===== config.mk =====
export PLATFORM = sky130hd
export DESIGN_NAME = training_status_and_pattern_gen
export DESIGN_NICKNAME = d
export VERILOG_FILES = /design/src/rtl/tts_pkg.sv /design/src/rtl/training_status_and_pattern_gen.sv /design/src/rtl/lfsr_gen.sv /design/src/rtl/word_fifo.sv
export SDC_FILE = /design/constraint.sdc
export NUM_CORES = 1
export LEC_CHECK = 0
export BUFFER_PORTS_ARGS = -buffer_cell sky130_fd_sc_hd__buf_2
export CAP_MARGIN = 0
export CORE_ASPECT_RATIO = 1.2
export CORE_MARGIN = 2
export CORE_UTILIZATION = 40
export CTS_CLUSTER_DIAMETER = 120
export DETAILED_ROUTE_END_ITERATION = 8
export PLACE_DENSITY = 0.61
export SETUP_SLACK_MARGIN = 0.3
export SLEW_MARGIN = 20
export SYNTH_ARGS = -nofsm -noshare
export SYNTH_HDL_FRONTEND = slang
export SYNTH_SLANG_ARGS = --single-unit

===== constraint.sdc =====
create_clock -name core_clk_i -period 4.1 [get_ports core_clk_i]
set_clock_uncertainty 0.15 [all_clocks]
set_input_delay 0.615 -clock core_clk_i [delete_from_list [all_inputs] [get_ports core_clk_i]]
set_output_delay 0.615 -clock core_clk_i [all_outputs]
set_load 0.005 [all_outputs]

===== src/rtl/tts_pkg.sv =====
// Constants, register map and state codes for the training frame generator
package tts_pkg;
    localparam int ADDR_W  = 8;
    localparam int DATA_W  = 32;
    localparam int FIELD_W = 16;
    localparam int CNT_W   = 12;
    localparam int LFSR_W  = 11;
    localparam int LFSR_TAP = 9;
    localparam int FIFO_DEPTH = 16;

    // Register byte addresses
    localparam logic [ADDR_W-1:0] REG_CTRL_OFS   = 8'h00;
    localparam logic [ADDR_W-1:0] REG_ACK_OFS    = 8'h04;
    localparam logic [ADDR_W-1:0] REG_CFIELD_OFS = 8'h08;
    localparam logic [ADDR_W-1:0] REG_SFIELD_OFS = 8'h0C;
    localparam logic [ADDR_W-1:0] REG_STATE_OFS  = 8'h10;

    // Control register bits
    localparam int CTRL_ENABLE_BIT = 0;
    localparam int CTRL_RATE32_BIT = 1;
    localparam int CTRL_DONE_BIT   = 2;
    localparam int CTRL_SPEED_BIT  = 3;
    localparam int CTRL_FEC_BIT    = 4;
    localparam int CTRL_FIXED_BIT  = 5;
    localparam int CTRL_W          = 6;
    localparam logic [CTRL_W-1:0] CTRL_RESET = 6'h00;

    // Acknowledge register: three 2-bit codes
    localparam int ACK_W       = 6;
    localparam int ACK_POST_LSB = 4;
    localparam int ACK_MAIN_LSB = 2;
    localparam int ACK_PRE_LSB  = 0;
    localparam logic [ACK_W-1:0] ACK_RESET = 6'h00;
    localparam logic [1:0] ACK_AT_MAX = 2'h3;
    localparam logic [1:0] ACK_AT_MIN = 2'h2;
    localparam logic [1:0] ACK_DONE   = 2'h1;
    localparam logic [1:0] ACK_READY  = 2'h0;

    // Status field layout
    localparam int ST_DONE_BIT  = 15;
    localparam int ST_SPEED_BIT = 14;
    localparam int ST_FEC_BIT   = 13;
    localparam int ST_FIXED_BIT = 12;
    localparam int ST_RSV_LSB   = 6;
    localparam int ST_RSV_W     = 6;
    localparam int ST_POST_LSB  = 4;
    localparam int ST_MAIN_LSB  = 2;
    localparam int ST_PRE_LSB   = 0;

    // Segment lengths in bit intervals
    localparam logic [CNT_W-1:0] MARK_HALF_LEN = 12'd16;
    localparam logic [CNT_W-1:0] EXT_LEN       = 12'd16;
    localparam logic [CNT_W-1:0] FIELD_LEN     = 12'd128;
    localparam logic [CNT_W-1:0] PRBS_LEN      = 12'd4094;
    localparam logic [CNT_W-1:0] ZERO_LEN      = 12'd2;
    localparam int BIT_LEN_LOG2 = 3;
    localparam logic [BIT_LEN_LOG2-1:0] MID_BIT = 3'h4;

    localparam logic [LFSR_W-1:0] SEED_RESET = 11'h5A5;
    localparam logic [FIELD_W-1:0] CFIELD_RESET = 16'h0000;

    typedef enum logic [7:0] {
        ST_IDLE    = 8'h01,
        ST_MARK_HI = 8'h02,
        ST_MARK_LO = 8'h04,
        ST_EXT     = 8'h08,
        ST_CTRL    = 8'h10,
        ST_STAT    = 8'h20,
        ST_PRBS    = 8'h40,
        ST_ZERO    = 8'h80
    } gen_state_t;
endpackage : tts_pkg


===== src/rtl/training_status_and_pattern_gen.sv =====
// Training frame serialiser: marker, control and status fields, pseudo-random pattern
//
// The strobed register port and the register offsets were left to the implementer.
`timescale 1ns/1ns
module training_status_and_pattern_gen
    import tts_pkg::*;
#(
    parameter int FIFO_DEPTH_P = FIFO_DEPTH
) (
    input  wire logic              core_clk_i,
    input  wire logic              rst_i,
    input  wire logic [ADDR_W-1:0] reg_addr_i,
    input  wire logic [DATA_W-1:0] reg_wdata_i,
    input  wire logic              reg_wr_i,
    input  wire logic              reg_rd_i,
    output logic      [DATA_W-1:0] reg_rdata_o,
    output logic                   tx_bit_o,
    output logic                   tx_active_o,
    output logic                   frame_start_o,
    output logic                   pattern_active_o,
    output logic                   ctrl_field_ready_o
);
    localparam int LVL_W = $clog2(FIFO_DEPTH_P) + 1;

    gen_state_t         state_r;
    gen_state_t         state_nxt;
    logic [CNT_W-1:0]   cnt_r;
    logic [CNT_W-1:0]   cnt_nxt;
    logic [CNT_W-1:0]   seg_len;
    logic               seg_last;

    logic [CTRL_W-1:0]  ctrl_r;
    logic [ACK_W-1:0]   ack_r;
    logic [FIELD_W-1:0] ctrl_word_r;
    logic [FIELD_W-1:0] status_word_r;
    logic [FIELD_W-1:0] status_live;
    logic [DATA_W-1:0]  rdata_r;
    logic [15:0]        frame_cnt_r;

    logic               tx_bit_r;
    logic               tx_bit_nxt;
    logic               active_r;
    logic               start_r;
    logic               pattern_r;

    logic               cf_push;
    logic               cf_ready;
    logic               cf_valid;
    logic               cf_pop;
    logic [FIELD_W-1:0] cf_data;
    logic [LVL_W-1:0]   cf_level;

    logic               frame_begin;
    logic               enter_ctrl;
    logic               enter_stat;
    logic [LFSR_W-1:0]  seed_state;
    logic               prbs_bit;
    logic [3:0]         bit_idx;
    logic [BIT_LEN_LOG2-1:0] sub_idx;
    logic               field_bit;

    // Register map decode and writes
    always_ff @(posedge core_clk_i) begin
        if (rst_i) begin
            ctrl_r <= CTRL_RESET;
        end else if (reg_wr_i && reg_addr_i == REG_CTRL_OFS) begin
            ctrl_r <= reg_wdata_i[CTRL_W-1:0];
        end
    end

    always_ff @(posedge core_clk_i) begin
        if (rst_i) begin
            ack_r <= ACK_RESET;
        end else if (reg_wr_i && reg_addr_i == REG_ACK_OFS) begin
            ack_r <= reg_wdata_i[ACK_W-1:0];
        end
    end

    assign cf_push = reg_wr_i && (reg_addr_i == REG_CFIELD_OFS);

    // Status field assembled from control and acknowledge registers
    always_comb begin
        status_live = '0;
        status_live[ST_DONE_BIT]  = ctrl_r[CTRL_DONE_BIT];
        status_live[ST_SPEED_BIT] = ctrl_r[CTRL_SPEED_BIT];
        status_live[ST_FEC_BIT]   = ctrl_r[CTRL_FEC_BIT];
        status_live[ST_FIXED_BIT] = ctrl_r[CTRL_FIXED_BIT];
        status_live[ST_RSV_LSB +: ST_RSV_W] = '0;
        status_live[ST_POST_LSB +: 2] = ack_r[ACK_POST_LSB +: 2];
        status_live[ST_MAIN_LSB +: 2] = ack_r[ACK_MAIN_LSB +: 2];
        status_live[ST_PRE_LSB +: 2]  = ack_r[ACK_PRE_LSB +: 2];
    end

    // Read data, one cycle after the strobe, zero for unmapped addresses
    always_ff @(posedge core_clk_i) begin
        if (rst_i) begin
            rdata_r <= '0;
        end else if (reg_rd_i) begin
            case (reg_addr_i)
                REG_CTRL_OFS: begin
                    rdata_r <= {{(DATA_W-CTRL_W){1'b0}}, ctrl_r};
                end
                REG_ACK_OFS: begin
                    rdata_r <= {{(DATA_W-ACK_W){1'b0}}, ack_r};
                end
                REG_CFIELD_OFS: begin
                    rdata_r <= {{(DATA_W-FIELD_W){1'b0}}, ctrl_word_r};
                end
                REG_SFIELD_OFS: begin
                    rdata_r <= {{(DATA_W-FIELD_W){1'b0}}, status_word_r};
                end
                REG_STATE_OFS: begin
                    rdata_r <= {frame_cnt_r, state_r, {(8-LVL_W){1'b0}}, cf_level};
                end
                default: begin
                    rdata_r <= '0;
                end
            endcase
        end else begin
            rdata_r <= '0;
        end
    end

    assign reg_rdata_o = rdata_r;

    // Queue of control field words, one taken per frame
    word_fifo #(
        .WIDTH (FIELD_W),
        .DEPTH (FIFO_DEPTH_P)
    ) u_cfield_fifo (
        .clk_i       (core_clk_i),
        .rst_i       (rst_i),
        .in_valid_i  (cf_push),
        .in_ready_o  (cf_ready),
        .in_data_i   (reg_wdata_i[FIELD_W-1:0]),
        .out_valid_o (cf_valid),
        .out_ready_i (cf_pop),
        .out_data_o  (cf_data),
        .level_o     (cf_level)
    );

    assign ctrl_field_ready_o = cf_ready;

    // Segment lengths per state
    always_comb begin
        case (state_r)
            ST_MARK_HI: begin
                seg_len = MARK_HALF_LEN;
            end
            ST_MARK_LO: begin
                seg_len = MARK_HALF_LEN;
            end
            ST_EXT: begin
                seg_len = EXT_LEN;
            end
            ST_CTRL: begin
                seg_len = FIELD_LEN;
            end
            ST_STAT: begin
                seg_len = FIELD_LEN;
            end
            ST_PRBS: begin
                seg_len = PRBS_LEN;
            end
            ST_ZERO: begin
                seg_len = ZERO_LEN;
            end
            default: begin
                seg_len = ZERO_LEN;
            end
        endcase
    end

    assign seg_last = (cnt_r == seg_len - 1'b1);

    // Frame sequencer
    always_comb begin
        state_nxt = state_r;
        cnt_nxt   = cnt_r + 1'b1;
        case (state_r)
            ST_IDLE: begin
                cnt_nxt = '0;
                if (ctrl_r[CTRL_ENABLE_BIT]) begin
                    state_nxt = ST_MARK_HI;
                end
            end
            ST_MARK_HI: begin
                if (seg_last) begin
                    state_nxt = ST_MARK_LO;
                    cnt_nxt   = '0;
                end
            end
            ST_MARK_LO: begin
                if (seg_last) begin
                    state_nxt = ctrl_r[CTRL_RATE32_BIT] ? ST_EXT : ST_CTRL;
                    cnt_nxt   = '0;
                end
            end
            ST_EXT: begin
                if (seg_last) begin
                    state_nxt = ST_CTRL;
                    cnt_nxt   = '0;
                end
            end
            ST_CTRL: begin
                if (seg_last) begin
                    state_nxt = ST_STAT;
                    cnt_nxt   = '0;
                end
            end
            ST_STAT: begin
                if (seg_last) begin
                    state_nxt = ST_PRBS;
                    cnt_nxt   = '0;
                end
            end
            ST_PRBS: begin
                if (seg_last) begin
                    state_nxt = ST_ZERO;
                    cnt_nxt   = '0;
                end
            end
            ST_ZERO: begin
                if (seg_last) begin
                    state_nxt = ctrl_r[CTRL_ENABLE_BIT] ? ST_MARK_HI : ST_IDLE;
                    cnt_nxt   = '0;
                end
            end
            default: begin
                state_nxt = ST_IDLE;
                cnt_nxt   = '0;
            end
        endcase
    end

    always_ff @(posedge core_clk_i) begin
        if (rst_i) begin
            state_r <= ST_IDLE;
            cnt_r   <= '0;
        end else begin
            state_r <= state_nxt;
            cnt_r   <= cnt_nxt;
        end
    end

    assign frame_begin = (state_nxt == ST_MARK_HI) && (state_r != ST_MARK_HI);
    assign enter_ctrl  = (state_nxt == ST_CTRL) && (state_r != ST_CTRL);
    assign enter_stat  = (state_nxt == ST_STAT) && (state_r != ST_STAT);
    assign cf_pop      = enter_ctrl;

    // Field words latched as each field begins, the control word only when the queue is not empty
    always_ff @(posedge core_clk_i) begin
        if (rst_i) begin
            ctrl_word_r <= CFIELD_RESET;
        end else if (enter_ctrl && cf_valid) begin
            ctrl_word_r <= cf_data;
        end
    end

    always_ff @(posedge core_clk_i) begin
        if (rst_i) begin
            status_word_r <= '0;
        end else if (enter_stat) begin
            status_word_r <= status_live;
        end
    end

    always_ff @(posedge core_clk_i) begin
        if (rst_i) begin
            frame_cnt_r <= '0;
        end else if (frame_begin) begin
            frame_cnt_r <= frame_cnt_r + 1'b1;
        end
    end

    // Free-running seed source; never reaches all zeros
    lfsr_gen #(
        .WIDTH (LFSR_W),
        .TAP   (LFSR_TAP),
        .INIT  (SEED_RESET)
    ) u_seed_src (
        .clk_i     (core_clk_i),
        .rst_i     (rst_i),
        .load_i    (1'b0),
        .seed_i    ('0),
        .advance_i (1'b1),
        .state_o   (seed_state),
        .bit_o     ()
    );

    // Pattern generator reseeded each frame
    lfsr_gen #(
        .WIDTH (LFSR_W),
        .TAP   (LFSR_TAP),
        .INIT  (SEED_RESET)
    ) u_pattern (
        .clk_i     (core_clk_i),
        .rst_i     (rst_i),
        .load_i    (frame_begin),
        .seed_i    (seed_state),
        .advance_i (state_r == ST_PRBS),
        .state_o   (),
        .bit_o     (prbs_bit)
    );

    // Field bit selection, most significant first
    assign bit_idx = cnt_r[BIT_LEN_LOG2 +: 4];
    assign sub_idx = cnt_r[BIT_LEN_LOG2-1:0];
    always_comb begin
        if (state_r == ST_CTRL) begin
            field_bit = ctrl_word_r[4'(FIELD_W-1) - bit_idx];
        end else begin
            field_bit = status_word_r[4'(FIELD_W-1) - bit_idx];
        end
    end

    // Line level for the current interval
    always_comb begin
        case (state_r)
            ST_MARK_HI: begin
                tx_bit_nxt = 1'b1;
            end
            ST_MARK_LO: begin
                tx_bit_nxt = 1'b0;
            end
            ST_EXT: begin
                tx_bit_nxt = ~cnt_r[0];
            end
            ST_CTRL, ST_STAT: begin
                // Edge at every bit start, extra mid-bit edge for a one
                if (sub_idx == '0) begin
                    tx_bit_nxt = ~tx_bit_r;
                end else if (sub_idx == MID_BIT) begin
                    tx_bit_nxt = tx_bit_r ^ field_bit;
                end else begin
                    tx_bit_nxt = tx_bit_r;
                end
            end
            ST_PRBS: begin
                tx_bit_nxt = prbs_bit;
            end
            default: begin
                tx_bit_nxt = 1'b0;
            end
        endcase
    end

    always_ff @(posedge core_clk_i) begin
        if (rst_i) begin
            tx_bit_r  <= 1'b0;
            active_r  <= 1'b0;
            pattern_r <= 1'b0;
            start_r   <= 1'b0;
        end else begin
            tx_bit_r  <= tx_bit_nxt;
            active_r  <= (state_r != ST_IDLE);
            pattern_r <= (state_r == ST_PRBS);
            start_r   <= frame_begin;
        end
    end

    assign tx_bit_o         = tx_bit_r;
    assign tx_active_o      = active_r;
    assign pattern_active_o = pattern_r;
    assign frame_start_o    = start_r;
endmodule : training_status_and_pattern_gen


===== src/rtl/lfsr_gen.sv =====
// Fibonacci shift register with loadable seed
`timescale 1ns/1ns
module lfsr_gen #(
    parameter int                WIDTH = 11,
    parameter int                TAP   = 9,
    parameter logic [WIDTH-1:0]  INIT  = 11'h5A5
) (
    input  wire logic             clk_i,
    input  wire logic             rst_i,
    input  wire logic             load_i,
    input  wire logic [WIDTH-1:0] seed_i,
    input  wire logic             advance_i,
    output logic      [WIDTH-1:0] state_o,
    output logic                  bit_o
);
    logic [WIDTH-1:0] state_r;

    always_ff @(posedge clk_i) begin
        if (rst_i) begin
            state_r <= INIT;
        end else if (load_i) begin
            state_r <= seed_i;
        end else if (advance_i) begin
            state_r <= {state_r[WIDTH-2:0], state_r[WIDTH-1] ^ state_r[TAP-1]};
        end
    end

    assign state_o = state_r;
    assign bit_o   = state_r[WIDTH-1];
endmodule : lfsr_gen


===== src/rtl/word_fifo.sv =====
// Flip-flop FIFO with valid/ready on both sides
`timescale 1ns/1ns
module word_fifo #(
    parameter int WIDTH = 16,
    parameter int DEPTH = 16
) (
    input  wire logic                       clk_i,
    input  wire logic                       rst_i,
    input  wire logic                       in_valid_i,
    output logic                            in_ready_o,
    input  wire logic [WIDTH-1:0]           in_data_i,
    output logic                            out_valid_o,
    input  wire logic                       out_ready_i,
    output logic      [WIDTH-1:0]           out_data_o,
    output logic      [$clog2(DEPTH):0]     level_o
);
    localparam int AW = $clog2(DEPTH);
    logic [WIDTH-1:0] mem_r [DEPTH];
    logic [AW-1:0]    wr_ptr_r;
    logic [AW-1:0]    rd_ptr_r;
    logic [AW:0]      count_r;
    logic             push;
    logic             pop;

    assign in_ready_o  = (count_r != DEPTH[AW:0]);
    assign out_valid_o = (count_r != '0);
    assign push        = in_valid_i && in_ready_o;
    assign pop         = out_valid_o && out_ready_i;
    assign out_data_o  = mem_r[rd_ptr_r];
    assign level_o     = count_r;

    always_ff @(posedge clk_i) begin
        if (push) begin
            mem_r[wr_ptr_r] <= in_data_i;
        end
    end

    always_ff @(posedge clk_i) begin
        if (rst_i) begin
            wr_ptr_r <= '0;
            rd_ptr_r <= '0;
            count_r  <= '0;
        end else begin
            if (push) begin
                wr_ptr_r <= (wr_ptr_r == AW'(DEPTH - 1)) ? '0 : wr_ptr_r + 1'b1;
            end
            if (pop) begin
                rd_ptr_r <= (rd_ptr_r == AW'(DEPTH - 1)) ? '0 : rd_ptr_r + 1'b1;
            end
            count_r <= count_r + {{AW{1'b0}}, push} - {{AW{1'b0}}, pop};
        end
    end
endmodule : word_fifo


# == Yosys cells after proc, flatten, opt, wreduce, memory -nomap -nowiden ==
# Memories as Yosys holds them, arrays and structs flattened. A register that Yosys moved wholly into a read port is not among the register bits.
# Cells that the tools add are included.
# totals
mem_count,1
wordCells,102
in_bits,44
ram_bits,256
reg_bits,129
# classes
n_reduce_logical,17
n_lt_le_gt_ge,1
add_sub_neg,8
eq_ne,25
bitwise,7
muxes,27
# memory_table
name,depth,word_bits,read_ports,rd_ports_with_merged_regs,write_ports,line_no,rtl
u_cfield_fifo.mem_r,16,16,1,1,1,word_fifo.sv:18,logic [WIDTH-1:0] mem_r [DEPTH];
# op_table
op,n
case mux 32 bit (5 select lines),1
two-way mux 8 bit,8
case mux 8 bit (8 select lines),1
case mux 12 bit (3 select lines),1
"equality test 8 x 4 -> 1 bit, second input constant",3
"equality test 8 x 5 -> 1 bit, second input constant",3
two-way mux 11 bit,2
"adder 16 x 1 -> 16 bit, second input constant",1
"equality test 8 x 2 -> 1 bit, second input constant",2
"equality test 8 x 3 -> 1 bit, second input constant",2
"equality test 8 x 6 -> 1 bit, second input constant",2
"adder 12 x 1 -> 12 bit, second input constant",1
equality test 12 bit,1
"subtractor 12 x 1 -> 12 bit, second input constant",1
"adder 4 x 1 -> 4 bit, second input constant",2
binary-select mux 1 bit (select 4 bit),2
"equality test 4 bit, second input constant",2
"equality test 8 x 1 -> 1 bit, second input constant",1
"equality test 8 x 7 -> 1 bit, second input constant",1
"equality test 8 bit, second input constant",1
logical AND 1 bit,8
logical NOT 8 bit,1
two-way mux 4 bit,2
"inequality test 8 x 1 -> 1 bit, second input constant",1
other kinds (22),35

# == Longest topological paths before layout ==
# Gate-level depths: netlist of run 1.
# depth
word_depth,11
depth_mapped,18
depth_no_buf,15

# == Hierarchy ==
# A second synthesis of run 1 with hierarchy kept.
# hier_totals
hier_cells,1144
area_unflattened_um2,16593.4
# modules_own_cells
mod,instances,cells_each,seq_area_each_um2,area_per_inst_um2
word_fifo,1,500,8027.7,10555.1
training_status_and_pattern_gen,1,540,2202.1,4982.3
lfsr_gen,2,52,220.2,528.0

# == Worst setup path before layout of run 1 ==
# OpenSTA, ideal clock, no wires.
# synth_path
kind,input to register
startpoint,input reg_addr_i[0]
endpoint,"memory u_cfield_fifo.mem_r[3][0], enable pin"
setup_ns,0.409
slack_ns,0.115
t_arrival_ns,3.426
required_ns,3.541
stages,8
cell_sequence,or4_1 > nor3_1 > and3b_1 > clkbuf_1 > and3_1 > clkbuf_1 > nand2_1 > nor3_1
# synth_via
elab_chain_len,5
# synth_rtl
element,line_no,rtl
"start, declared",training_status_and_pattern_gen.sv:12,"input wire logic [ADDR_W-1:0] reg_addr_i,"
equality test 8 x 4 -> 1 bit,training_status_and_pattern_gen.sv:79,assign cf_push = reg_wr_i && (reg_addr_i == REG_CFIELD_OFS);
logical AND 1 bit,training_status_and_pattern_gen.sv:79,
logical AND 1 bit,word_fifo.sv:27,assign push = in_valid_i && in_ready_o;
net u_cfield_fifo.push,word_fifo.sv:22,logic push;
two-way mux 1 bit,word_fifo.sv:33,if (push) begin
two-way mux 1 bit (not written as such),word_fifo.sv:34,mem_r[wr_ptr_r] <= in_data_i;
"end, declared",word_fifo.sv:18,
# The timed path passes the listed nets, and every way through them passes these cells.

# == Worst setup path in the final report of run 1 ==
# layout_path
startpoint,register state_r[3]
endpoint,"register u_cfield_fifo.count_r[4], in the netlist u_cfield_fifo.level_o[4]"
# layout_via
elab_chain_len,11
elab_cells_between_ends,27
cone_classes,add/sub: 2; eq/ne: 11; mux: 10; reduce/logical: 4
# layout_rtl
element,line_no,rtl
"start, declared",training_status_and_pattern_gen.sv:25,gen_state_t state_r;
"start signal, assigned",training_status_and_pattern_gen.sv:241,state_r <= state_nxt;
equality test 8 x 4 -> 1 bit (tied with other cells),"training_status_and_pattern_gen.sv:146, training_status_and_pattern_gen.sv:180",
OR reduction 3 bit (no source line) / OR reduction 2 bit (equally long branches),n/a,
case mux 12 bit (3 select lines),training_status_and_pattern_gen.sv:146,case (state_r)
subtractor 12 x 1 -> 12 bit,training_status_and_pattern_gen.sv:174,assign seg_last = (cnt_r == seg_len - 1'b1);
equality test 12 bit,training_status_and_pattern_gen.sv:174,
two-way mux 8 bit (tied with other cells),training_status_and_pattern_gen.sv:224,if (seg_last) begin
case mux 8 bit (8 select lines),training_status_and_pattern_gen.sv:180,case (state_r)
equality test 8 x 5 -> 1 bit,training_status_and_pattern_gen.sv:247,assign enter_ctrl = (state_nxt == ST_CTRL) && (state_r != ST_CTRL);
logical AND 1 bit *,training_status_and_pattern_gen.sv:247,
logical AND 1 bit *,word_fifo.sv:28,assign pop = out_valid_o && out_ready_i;
net u_cfield_fifo.pop,word_fifo.sv:23,logic pop;
subtractor 5 x 1 -> 5 bit *,word_fifo.sv:50,"count_r <= count_r + {{AW{1'b0}}, push} - {{AW{1'b0}}, pop};"
"end signal, assigned",word_fifo.sv:50,
"end, declared",word_fifo.sv:21,logic [AW:0] count_r;
# The timed path passes the listed nets; every way through them passes the cells marked *.
# A chain may end at the register's enable or synchronous reset.

==> qor.yml, run 1 <==
dp_hpwl_mm: 22.4
ios: 81
nets: 1208
core_area_um2: 39600
cpMaxStageDelayCell: "or4_4"
powerDensity_nw_per_um2: 433
rows: 80
hold_slack_ns: 0.285
grt_max_degree: 50
postCtsHoldBufs: 0
fmax_mhz: 279
slew_viol_final: 0
htree_num_levels: 2
worst_pin_slew_ns: 0.865
tritoncts: "built"
crit_type: "flip-flop to flip-flop"
synth.avg_cell_area_um2: 15.1
worstHoldPathCells: 1
r2r_setup_slack_ns: 0.52
wirelength_mm: 34.6
grt_pass1_wl_mm: 53.7
io_buffers: 64
drive_gt1_frac: 0.258
grt_util_all_layers: 0.168
syn_to_final_growth_pct: 15.6
nFillCells: 3505
synth_nets: 1119
crit_path_cell_trace: "xor2_1, a221oi_2, o211ai_2, or4_4, a21oi_4, nand2_1, inv_1, ha_1, inv_1, ha_1, fa_1, a21oi_1, nor2_1, or3_1, a21oi_1"
fp.dieW_um: 187
synth_cell_types: 63
netlist_area_um2: 16000
cts_buffers: 41
start_kind: "flip-flop"
syn_inst: 1060
viasPerCell: 5.36
required_ns: 4.42
cp.arrival_ns: 3.90
fin_crit_sh: 0.873
die_y_um: 223
antenna_cells: 0
cts.sinks: 401
hp-start: "reg_wdata_i[14]"
antenna_found_initial: 2
r2r_end: "u_cfield_fifo.level_o[4]$_SDFF_PP0_"
timing.rr.start: "state_r[3]$_SDFF_PP0_"
outcome: "complete, no violations"
path_max_fanout: 10
holdPathEnd: "u_cfield_fifo.mem_r[14][14]$_DFFE_PP_"
rsz0062_at_grt: "no"
fp.dieArea_um2: 41600
clk_pin_slew_worst_paths_ns: 0.06
drv_cap: 0
vias: 9182
hold_class: "input port to flip-flop"
worstSkewPairLatency_ns: 0.55
dr.first_iter.drc_count: 741
slew_headroom: 0.423
synth_enable_flop_cells: 256
async_reset_ff_frac: 0
synth_ff_type: "edfxtp_1"
initial_core_util: 0.403
hold_viol: 0
fin_crit_ns: 3.58
drc: 0
mostFrequentLayoutCells: "256 x edfxtp_1, 138 x dfxtp_1, 103 x nor2_1, 87 x mux4_2, 64 x buf_2"
yosys_warnings: 0
finalSetupViolations: 0
post_drt_wl_per_cell_um: 20.2
p_leak_uw: 0.00629
clock_path_buffers: 3
synth_seq_area_share: 0.662
rr_worst_depth: 15
grt_pass1_vias: 9150
cts_root_buffer: "clkbuf_16"
cpPeakStageDelay_ns: 0.48
cp-end-kind: "flip-flop"
drtPass1Iterations: 4
drtAntennaViolNets: 0
ir_drop_mv: 0.365
gp_congestion: 0.852
final_common_cell: "edfxtp_1"
synth-seq-cells: 401
gr-total-overflow: 0
tns_ns: 0
-- power by group --
group | switching [µW] | internal [µW] | leakage [µW]
Clock | 1520 | 2100 | 0.000632
Combinational | 64.6 | 21.4 | 0.00218
Sequential | 4.19 | 4290 | 0.00348
Total | 1590 | 6420 | 0.00629
-- critical path, delay by kind of cell, from the launching register on --
kind,cells,cell delay (ns)
XOR/XNOR,1,0.18
buffers and inverters,2,0.11
AND/OR/NAND/NOR,4,1.01
flip-flops,1,0.39
AO/OA/AOI/OAI,5,0.94
adder cells (fa/ha/maj),3,0.74
-- worst max-delay path by stage --
stage                                      from                                  end  slack (ns)  cells past startpoint
final                     state_r[3]$_SDFF_PP0_  u_cfield_fifo.level_o[4]$_SDFF_PP0_        0.52                     15
after global placement    state_r[3]$_SDFF_PP0_  u_cfield_fifo.level_o[4]$_SDFF_PP0_        0.33                     15
after floorplan           state_r[3]$_SDFF_PP0_  u_cfield_fifo.level_o[4]$_SDFF_PP0_        0.35                     17
after CTS                 state_r[3]$_SDFF_PP0_  u_cfield_fifo.level_o[4]$_SDFF_PP0_        0.31                     15
after global routing      state_r[5]$_SDFF_PP0_  u_cfield_fifo.level_o[4]$_SDFF_PP0_        0.31                     15
after detailed placement  state_r[3]$_SDFF_PP0_  u_cfield_fifo.level_o[4]$_SDFF_PP0_        0.34                     15
-- cell families (layout without fill, tap and decap cells) --
logic type	count (synthesis)	count (layout)	synth area share
AOI/OAI and AO/OA	108	108	0.0473
xor gates and xnor gates	21	21	0.0115
adders and majority gates	15	15	0.0122
buffers and inverters	84	205	0.0218
DFF	401	401	0.662
muxes	140	140	0.156
and+or+nand+nor	291	291	0.0890
-- metal layers --
metal | track usage | wire length [µm] | vias to the layer above
met4 | 0.0509 | 892 | 4
met5 | 0 | 21 | -
met3 | 0.0271 | 1850 | 62
met1 | 0.218 | 14400 | 4638
met2 | 0.290 | 17400 | 249
li1 | - | - | 4229
-- through the flow --
stage | utilization | total power (µW) | setup slack, ns | cells | area, µm²
6_report | 0.466 | 8010 | 0.521 | 1714 | 18500
5_1_grt | 0.466 | 8270 | 0.309 | 1714 | 18500
4_1_cts | 0.465 | 8110 | 0.310 | 1713 | 18400
3_5_place_dp | 0.433 | 4470 | 0.339 | 1638 | 17100
3_3_place_gp | 0.432 | 4470 | 0.329 | 1638 | 17100
2_1_floorplan | - | 4420 | 0.355 | 1060 | 16000
-- repair_timing --
| action | in CTS | in global routing |
|---|---|---|
| buffers inserted | 0 | 1 |
| resized for setup | 0 | 11 |
| endpoints found under the setup margin | 0 | 1 |
-- Yosys cell counts (2+ instances only) --
master / number / area, µm²
a211o_1: 3 / 26.3
a21o_1: 2 / 15.0
a21oi_1: 35 / 175
a221oi_1: 4 / 35.0
a222oi_1: 9 / 90.1
a22oi_1: 4 / 30.0
a311oi_1: 6 / 52.6
a31oi_1: 2 / 12.5
and2_1: 3 / 18.8
and3_1: 27 / 169
buf_1: 7 / 26.3
buf_2: 6 / 30.0
buf_6: 3 / 33.8
clkbuf_1: 51 / 191
dfxtp_1: 145 / 2900
edfxtp_1: 256 / 7690
ha_1: 14 / 175
inv_1: 16 / 60.1
mux2_2: 2 / 22.5
mux2i_1: 51 / 510
mux4_2: 87 / 1960
nand2_1: 49 / 184
nand2b_1: 6 / 37.5
nand3_1: 14 / 70.1
nand3b_1: 2 / 15.0
nand4_1: 5 / 31.3
nand4b_1: 2 / 17.5
nor2_1: 117 / 439
nor2b_1: 13 / 81.3
nor3_1: 19 / 95.1
nor4b_1: 2 / 17.5
o2111ai_1: 3 / 26.3
o21a_1: 2 / 15.0
o21ai_0: 21 / 105
o31ai_1: 4 / 30.0
or2_2: 7 / 43.8
or3_1: 10 / 62.6
or4_1: 7 / 52.6
xnor2_1: 11 / 96.3
xor2_1: 10 / 87.6
-- final cells by class --
type / instances / area, µm² / area share
Timing Repair Buffer: 114 / 721 / 0.0390
Clock buffer: 51 / 1060 / 0.0575
Sequential cell: 401 / 10600 / 0.574
Inverter: 16 / 60.1 / 0.00325
Clock inverter: 24 / 236 / 0.0128
Tap cell: 533 / 667 / 0.0361
Multi-Input combinational cell: 575 / 5130 / 0.278
-- flip-flops by register name, indices dropped and copies added (netlist names) --
signal	count
ack_r	6
cnt_r	12
ctrl_r	6
ctrl_word_r	16
frame_cnt_r	16
frame_start_o	1
pattern_active_o	1
reg_rdata_o	32
state_r	8
status_word_r	10
tx_active_o	1
tx_bit_o	1
u_cfield_fifo.level_o	5
u_cfield_fifo.mem_r	256
u_cfield_fifo.rd_ptr_r	4
u_cfield_fifo.wr_ptr_r	4
u_pattern.state_o	11
u_seed_src.state_o	11
Power figures use the tool's default switching activity.
==> run 2: changes to the inputs <==
PLACE_DENSITY = 0.59   (was 0.61)
clock period = 3.85 ns   (was 4.1 ns; I/O delays follow)
==> run 2 against run 1 <==
Sequential power rose by 6.5%; non-clock buffer count is 2 higher; utilization increased by 0.21 points; setup slack worse by 0.064 ns; largest cell class unchanged; final area is 0.45% higher; hold slack got worse by 0.026 ns; largest power group unchanged; count of clock-buffer cells in the layout is 3 higher; clock power up 5%; sequential cell count did not move.
==> qor.yml, run 2 (synthesis results as in run 1) <==
grt_max_degree: 97  # was 50
hold_viol: 0  # unchanged
drive_gt1_frac: 0.265  # was 0.258
rsz0062_at_grt: "no"  # unchanged
clk_pin_slew_worst_paths_ns: 0.06  # about the same
pwr-share-comb: 0.011  # about the same
cp.arrival_ns: 3.71  # was 3.90 ns
dr.first_iter.drc_count: 758  # was 741
start_kind: "flip-flop"  # unchanged
cts.sinks: 401  # unchanged
netSwitchingFraction: 0.194  # was 0.199
drtAntennaViolNets: 0  # unchanged
cts_buffers: 41  # unchanged
antenna_found_initial: 1  # was 2
dp_hpwl_mm: 21.9  # was 22.4 mm
gp_congestion: 0.849  # was 0.852
die_y_um: 223  # unchanged
seqPwrFrac: 0.540  # was 0.537
fin_crit_sh: 0.881  # was 0.873
drv_cap: 0  # unchanged
p_int_uw: 6830  # was 6420 µW
wirelength_mm: 34.5  # was 34.6 mm
fmax_mhz: 295  # was 279 MHz
timing.rr.start: "state_r[6]$_SDFF_PP0_"  # was state_r[3]$_SDFF_PP0_
initial_core_util: 0.403  # unchanged
largest_reg_flops: 256  # unchanged
switchingPower_uw: 1640  # was 1590 µW
holdPathEnd: "u_cfield_fifo.mem_r[6][10]$_DFFE_PP_"  # was u_cfield_fifo.mem_r[14][14]$_DFFE_PP_
rows: 80  # unchanged
utilization: 0.468  # was 0.466
gr-total-overflow: 0  # unchanged
tns_ns: 0  # unchanged
outcome: "complete, no violations"  # unchanged
viasPerCell: 5.33  # was 5.36
r2r_end: "u_cfield_fifo.level_o[4]$_SDFF_PP0_"  # unchanged
hold_class: "input port to flip-flop"  # unchanged
io_buffers: 64  # unchanged
cp-end-kind: "flip-flop"  # unchanged
fp.dieArea_um2: 41600  # unchanged
cts_root_buffer: "clkbuf_16"  # unchanged
ios: 81  # unchanged
crit_type: "flip-flop to flip-flop"  # unchanged
fp.dieW_um: 187  # unchanged
worst_pin_slew_ns: 0.976  # was 0.865 ns
postCtsHoldBufs: 0  # unchanged
worstHoldPathCells: 1  # unchanged
layout.cells.non_filler: 1714  # unchanged
mostFrequentLayoutCells: "256 x edfxtp_1, 138 x dfxtp_1, 104 x nor2_1, 87 x mux4_2, 64 x buf_2"  # was 256 x edfxtp_1, 138 x dfxtp_1, 103 x nor2_1, 87 x mux4_2, 64 x buf_2
final_common_cell: "edfxtp_1"  # unchanged
syn_to_final_growth_pct: 16.1  # was 15.6%
r2r_setup_slack_ns: 0.46  # was 0.52 ns
fin_crit_ns: 3.39  # was 3.58 ns
htree_num_levels: 2  # unchanged
powerDensity_nw_per_um2: 456  # was 433 nW/µm²
rr_worst_depth: 15  # unchanged
nFillCells: 3497  # was 3505
slew_headroom: 0.349  # was 0.423
drtPass1Iterations: 5  # was 4
place_inst: 1638  # unchanged
p_leak_uw: 0.00629  # about the same
ir_drop_mv: 0.289  # was 0.365 mV
grt_util_all_layers: 0.167  # was 0.168
required_ns: 4.17  # was 4.42 ns
largest-register: "u_cfield_fifo.mem_r"  # unchanged
hp-start: "reg_wdata_i[10]"  # was reg_wdata_i[14]
grt_pass1_vias: 9053  # was 9150
core_area_um2: 39600  # unchanged
worstSkewPairLatency_ns: 0.54  # was 0.55 ns
vias: 9144  # was 9182
tritoncts: "built"  # unchanged
clkPwrFrac: 0.449  # was 0.453
grt_pass1_wl_mm: 53.6  # was 53.7 mm
nets: 1210  # was 1208
finalSetupViolations: 0  # unchanged
path_max_fanout: 8  # was 10
clock_path_buffers: 3  # unchanged
post_drt_wl_per_cell_um: 20.1  # was 20.2 µm
drc: 0  # unchanged
antenna_cells: 0  # unchanged
slew_viol_final: 0  # unchanged
## run 2: what timing repair did
item | in CTS | in global routing
resized for setup | 2 | 10
buffers inserted | 0 | 3
pin swaps | 0 | 2
endpoints found under the setup margin | 1 | 1
## run 2: layout make-up
type                    count  area, µm²  area share
repair buffers            116        748      0.0403
inverters                  16       60.1     0.00323
clock inverters            19        135     0.00728
flip-flops and latches    401      10600       0.571
clock buffers              54       1160      0.0623
multi-input cells         575       5190       0.280
well taps                 533        667      0.0359
## run 2: routing by layer
metal  share of wire  global-route usage  up-vias  routed length (µm)
met5         0.00038                   0        -                  13
met4           0.024              0.0525        2                 837
met3           0.049              0.0297       60                1680
met2            0.50               0.289      238               17300
met1            0.43               0.215     4614               14700
li1                -                   -     4230                   -
## run 2: power groups by stage
stage / logic (µW) / clock network, µW / registers [µW]
floorplan: 32.4 / 0 / 4670
global placement: 88.3 / 0 / 4670
detailed placement: 93.0 / 0 / 4670
CTS: 93.3 / 3910 / 4580
global route: 103 / 4070 / 4570
finish: 91.8 / 3810 / 4580
## run 2: critical path, stage by stage (launching register included)
cell and delay [ns]:
dfxtp_1 0.38, nor2_1 0.28, nand4_1 0.27, and3_4 0.24
o221ai_4 0.29, a21oi_4 0.07, nand2_2 0.11, inv_2 0.03
ha_1 0.25, inv_1 0.04, ha_2 0.18, fa_2 0.38
a21oi_2 0.14, nor2_1 0.06, or3_1 0.34, a21oi_1 0.12
## run 2: how the worst max path moves through the flow
stage / from / to / slack (ns) / depth (start not counted)
2_1_floorplan: state_r[1]$_SDFF_PP0_ / u_cfield_fifo.level_o[4]$_SDFF_PP0_ / 0.30 / 17
3_3_place_gp: state_r[7]$_SDFF_PP0_ / u_cfield_fifo.level_o[4]$_SDFF_PP0_ / 0.27 / 15
3_5_place_dp: state_r[1]$_SDFF_PP0_ / u_cfield_fifo.level_o[4]$_SDFF_PP0_ / 0.26 / 15
4_1_cts: state_r[7]$_SDFF_PP0_ / u_cfield_fifo.level_o[4]$_SDFF_PP0_ / 0.32 / 15
5_1_grt: state_r[6]$_SDFF_PP0_ / u_cfield_fifo.level_o[4]$_SDFF_PP0_ / 0.30 / 15
6_report: state_r[6]$_SDFF_PP0_ / u_cfield_fifo.level_o[4]$_SDFF_PP0_ / 0.46 / 15
## run 2: per-stage QoR
stage          hold slack, ns  setup WS [ns]  area, µm²  total power (µW)
2_1_floorplan           0.268          0.302      16100              4700
3_3_place_gp            0.278          0.269      17200              4760
3_5_place_dp            0.281          0.262      17200              4760
4_1_cts                 0.242          0.320      18500              8580
5_1_grt                 0.256          0.301      18600              8750
6_report                0.260          0.457      18600              8480
==> run 3: changes to the inputs <==
ABC_AREA = 1   (was not set)
==> run 3 against run 2 <==
Combinational power is 21% higher; sequential share of layout area decreased by 2.5 points; power grew 0.95%; utilization shrank 0.14 points; cell count rose by 36%; sequential cell count did not move; final area up 4.5%; highest routed layer unchanged; fmax grew 0.54%; die area rose by 4.7%; global-route usage rose by 2.4 points; clock power grew 2%.
==> qor.yml, run 3 <==
yosysMostFrequentCell: "nor2_1"  # was edfxtp_1
cp.arrival_ns: 3.71  # about the same
grt_util_all_layers: 0.192  # was 0.167
clkPwrFrac: 0.452  # was 0.449
grt_max_degree: 131  # was 97
nets: 1819  # was 1210
fp.dieW_um: 191  # was 187 µm
start_kind: "flip-flop"  # unchanged
largest_reg_flops: 256  # unchanged
htree_num_levels: 2  # unchanged
nFillCells: 3863  # was 3497
gr-total-overflow: 0  # unchanged
hold_class: "input port to flip-flop"  # unchanged
crit_path_cell_trace: "nor2_1, nand2_2, clkinv_4, nand2_4, nand2_4, nor2_8, nand2_4, nand2_1, nand3_2, nor2_4, nand2_4, nand2_2, nand3_2, nand2_4, nor2_8, ha_1, inv_1, ha_2, fa_2, nand2_1, a21oi_1, nor2_1, o21ai_1, a21oi_1"  # was nor2_1, nand4_1, and3_4, o221ai_4, a21oi_4, nand2_2, inv_2, ha_1, inv_1, ha_2, fa_2, a21oi_2, nor2_1, or3_1, a21oi_1
antenna_cells: 0  # unchanged
synth_ff_type: "edfxtp_1"  # unchanged
syn_to_final_growth_pct: 15.8  # was 16.1%
largest-register: "u_cfield_fifo.mem_r"  # unchanged
finalSetupViolations: 0  # unchanged
synth_area_leader_cell: "edfxtp_1"  # unchanged
worst_pin_slew_ns: 0.870  # was 0.976 ns
ir_drop_mv: 0.318  # was 0.289 mV
path_buf_inv: 2  # unchanged
tns_ns: 0  # unchanged
worstSkewPairLatency_ns: 0.57  # was 0.54 ns
drive_gt1_frac: 0.154  # was 0.265
crit_type: "flip-flop to flip-flop"  # unchanged
synthTopCellsByArea: "edfxtp_1 46%, dfxtp_1 17%, nor2_1 6.7%"  # was edfxtp_1 48%, dfxtp_1 18%, mux4_2 12%
p_leak_uw: 0.00712  # was 0.00629 µW
grt_pass1_vias: 11600  # was 9053
cpPeakStageDelay_ns: 0.36  # was 0.38 ns
required_ns: 4.18  # was 4.17 ns
clk_pin_slew_worst_paths_ns: 0.07  # was 0.06 ns
yosys_warnings: 0  # unchanged
path_max_fanout: 6  # was 8
syn_inst: 1669  # was 1060
netlist_area_um2: 16800  # was 16000 µm²
synth_nets: 1728  # was 1119
outcome: "complete, no violations"  # unchanged
switchingPower_uw: 1770  # was 1640 µW
core_area_um2: 41600  # was 39600 µm²
synth_enable_flop_cells: 256  # unchanged
synth_cell_types: 42  # was 63
cts_buffers: 41  # unchanged
wirelength_mm: 42.3  # was 34.5 mm
synth_top_cells_by_count: "300 x nor2_1, 256 x edfxtp_1, 201 x nand2_1, 193 x o21ai_0, 145 x dfxtp_1"  # was 256 x edfxtp_1, 145 x dfxtp_1, 117 x nor2_1, 87 x mux4_2
powerDensity_nw_per_um2: 441  # was 456 nW/µm²
drv_cap: 0  # unchanged
ios: 81  # unchanged
gp_congestion: 0.840  # was 0.849
grt_pass1_wl_mm: 64.5  # was 53.6 mm
cts.sinks: 401  # unchanged
slew_viol_final: 0  # unchanged
die_y_um: 228  # was 223 µm
synth.avg_cell_area_um2: 10.0  # was 15.1 µm²
hold_viol: 0  # unchanged
mostFrequentLayoutCells: "290 x nor2_1, 256 x edfxtp_1, 196 x nand2_1, 191 x o21ai_0, 138 x dfxtp_1"  # was 256 x edfxtp_1, 138 x dfxtp_1, 104 x nor2_1, 87 x mux4_2, 64 x buf_2
pwr-share-comb: 0.013  # was 0.011
dp_hpwl_mm: 26.7  # was 21.9 mm
netSwitchingFraction: 0.207  # was 0.194
cpMaxStageDelayCell: "dfxtp_2"  # was dfxtp_1
synth_seq_area_share: 0.632  # was 0.662
cp_common_cell: "nand2_4"  # was nor2_1
dr.first_iter.drc_count: 784  # was 758
drtPass1Iterations: 5  # unchanged
rsz0062_at_grt: "no"  # unchanged
cts_root_buffer: "clkbuf_16"  # unchanged
p_int_uw: 6780  # was 6830 µW
fp.dieArea_um2: 43600  # was 41600 µm²
hold_slack_ns: 0.156  # was 0.260 ns
seqPwrFrac: 0.535  # was 0.540
viasPerCell: 5.21  # was 5.33
fmax_mhz: 296  # was 295 MHz
async_reset_ff_frac: 0  # unchanged
drc: 0  # unchanged
vias: 12200  # was 9144
fin_crit_sh: 0.877  # was 0.881
cp-end-kind: "flip-flop"  # unchanged
tritoncts: "built"  # unchanged
rows: 82  # was 80
initial_core_util: 0.403  # about the same
postCtsHoldBufs: 0  # unchanged
synth-seq-cells: 401  # unchanged
synth_top_cell_area_share: 0.459  # was 0.481
path_delay_family: "simple AND/OR/NAND/NOR gates"  # unchanged
final_common_cell: "nor2_1"  # was edfxtp_1
fin_crit_ns: 3.38  # was 3.39 ns
antenna_found_initial: 1  # unchanged
slew_headroom: 0.419  # was 0.349
post_drt_wl_per_cell_um: 18.1  # was 20.1 µm
io_buffers: 64  # unchanged
drtAntennaViolNets: 0  # unchanged
clock_path_buffers: 3  # unchanged
run 3: power groups by stage:
stage	clock, µW	combinational, µW	sequential (µW)
3_5_place_dp	0	112	4670
3_3_place_gp	0	110	4670
4_1_cts	3950	113	4580
2_1_floorplan	0	39.5	4670
5_1_grt	4120	126	4570
6_report	3870	111	4580
run 3: worst reg2reg max path: stages (launching register included):
cell and delay [ns]:
dfxtp_2 0.36, nor2_1 0.06, nand2_2 0.10, clkinv_4 0.12, nand2_4 0.12, nand2_4 0.09
nor2_8 0.14, nand2_4 0.07, nand2_1 0.07, nand3_2 0.08, nor2_4 0.17, nand2_4 0.10
nand2_2 0.07, nand3_2 0.10, nand2_4 0.13, nor2_8 0.05, ha_1 0.26, inv_1 0.04
ha_2 0.18, fa_2 0.36, nand2_1 0.07, a21oi_1 0.05, nor2_1 0.14, o21ai_1 0.07
a21oi_1 0.14
run 3: stage by stage:
stage          total power [µW]  instances   util  area [µm²]  setup slack, ns
2_1_floorplan              4710       1669      -       16800            0.564
3_3_place_gp               4780       2242  0.429       17800            0.250
3_5_place_dp               4780       2242  0.429       17800            0.229
4_1_cts                    8640       2317  0.461       19100            0.308
5_1_grt                    8820       2338  0.467       19400            0.262
6_report                   8560       2338  0.467       19400            0.475
run 3: layout make-up:
type,instances,area [µm²],share of cell area
multi-input cells,1069,5490,0.283
clock buffers,54,1110,0.0572
inverters,115,450,0.0232
clock inverters,21,191,0.00986
flip-flops and latches,401,10600,0.546
well taps,546,683,0.0352
repair buffers,132,881,0.0454
run 3: timing repair:
item,4_1_cts,5_1_grt
gates resized for setup,5,31
pin swaps,0,11
gates cloned,0,1
buffers inserted,0,20
endpoints found under the setup margin,1,2
run 3: worst paths after layout:
| kind | from | slack (ns) | end | depth (start not counted) |
|---|---|---|---|---|
| worst max register to register | state_r[1]$_SDFF_PP0_ | 0.47 | u_cfield_fifo.level_o[4]$_SDFF_PP0_ | 24 |
| worst min register to register | u_seed_src.state_o[7]$_SDFF_PP1_ | 0.27 | u_seed_src.state_o[8]$_SDFF_PP1_ | 2 |
| worst max-delay path | state_r[1]$_SDFF_PP0_ | 0.47 | u_cfield_fifo.level_o[4]$_SDFF_PP0_ | 24 |
| worst min-delay path | rst_i | 0.16 | u_seed_src.state_o[8]$_SDFF_PP1_ | 3 |
run 3: logic make-up after synthesis:
family,Yosys count,share of synthesized area
AOI/OAI and AO/OA,367,0.122
and+or+nand+nor,659,0.172
adders and majority gates,15,0.0116
buffers and inverters,200,0.0484
DFF,401,0.632
xor gates and xnor gates,27,0.0141
run 3: per-layer routing:
layer	wire length [µm]	global-route usage	part of all wire	up-vias
met3	1990	0.0355	0.047	76
met5	15	0	0.00035	-
met2	21400	0.333	0.51	286
met4	1200	0.0666	0.028	2
met1	17700	0.237	0.42	5850
li1	-	-	-	5972
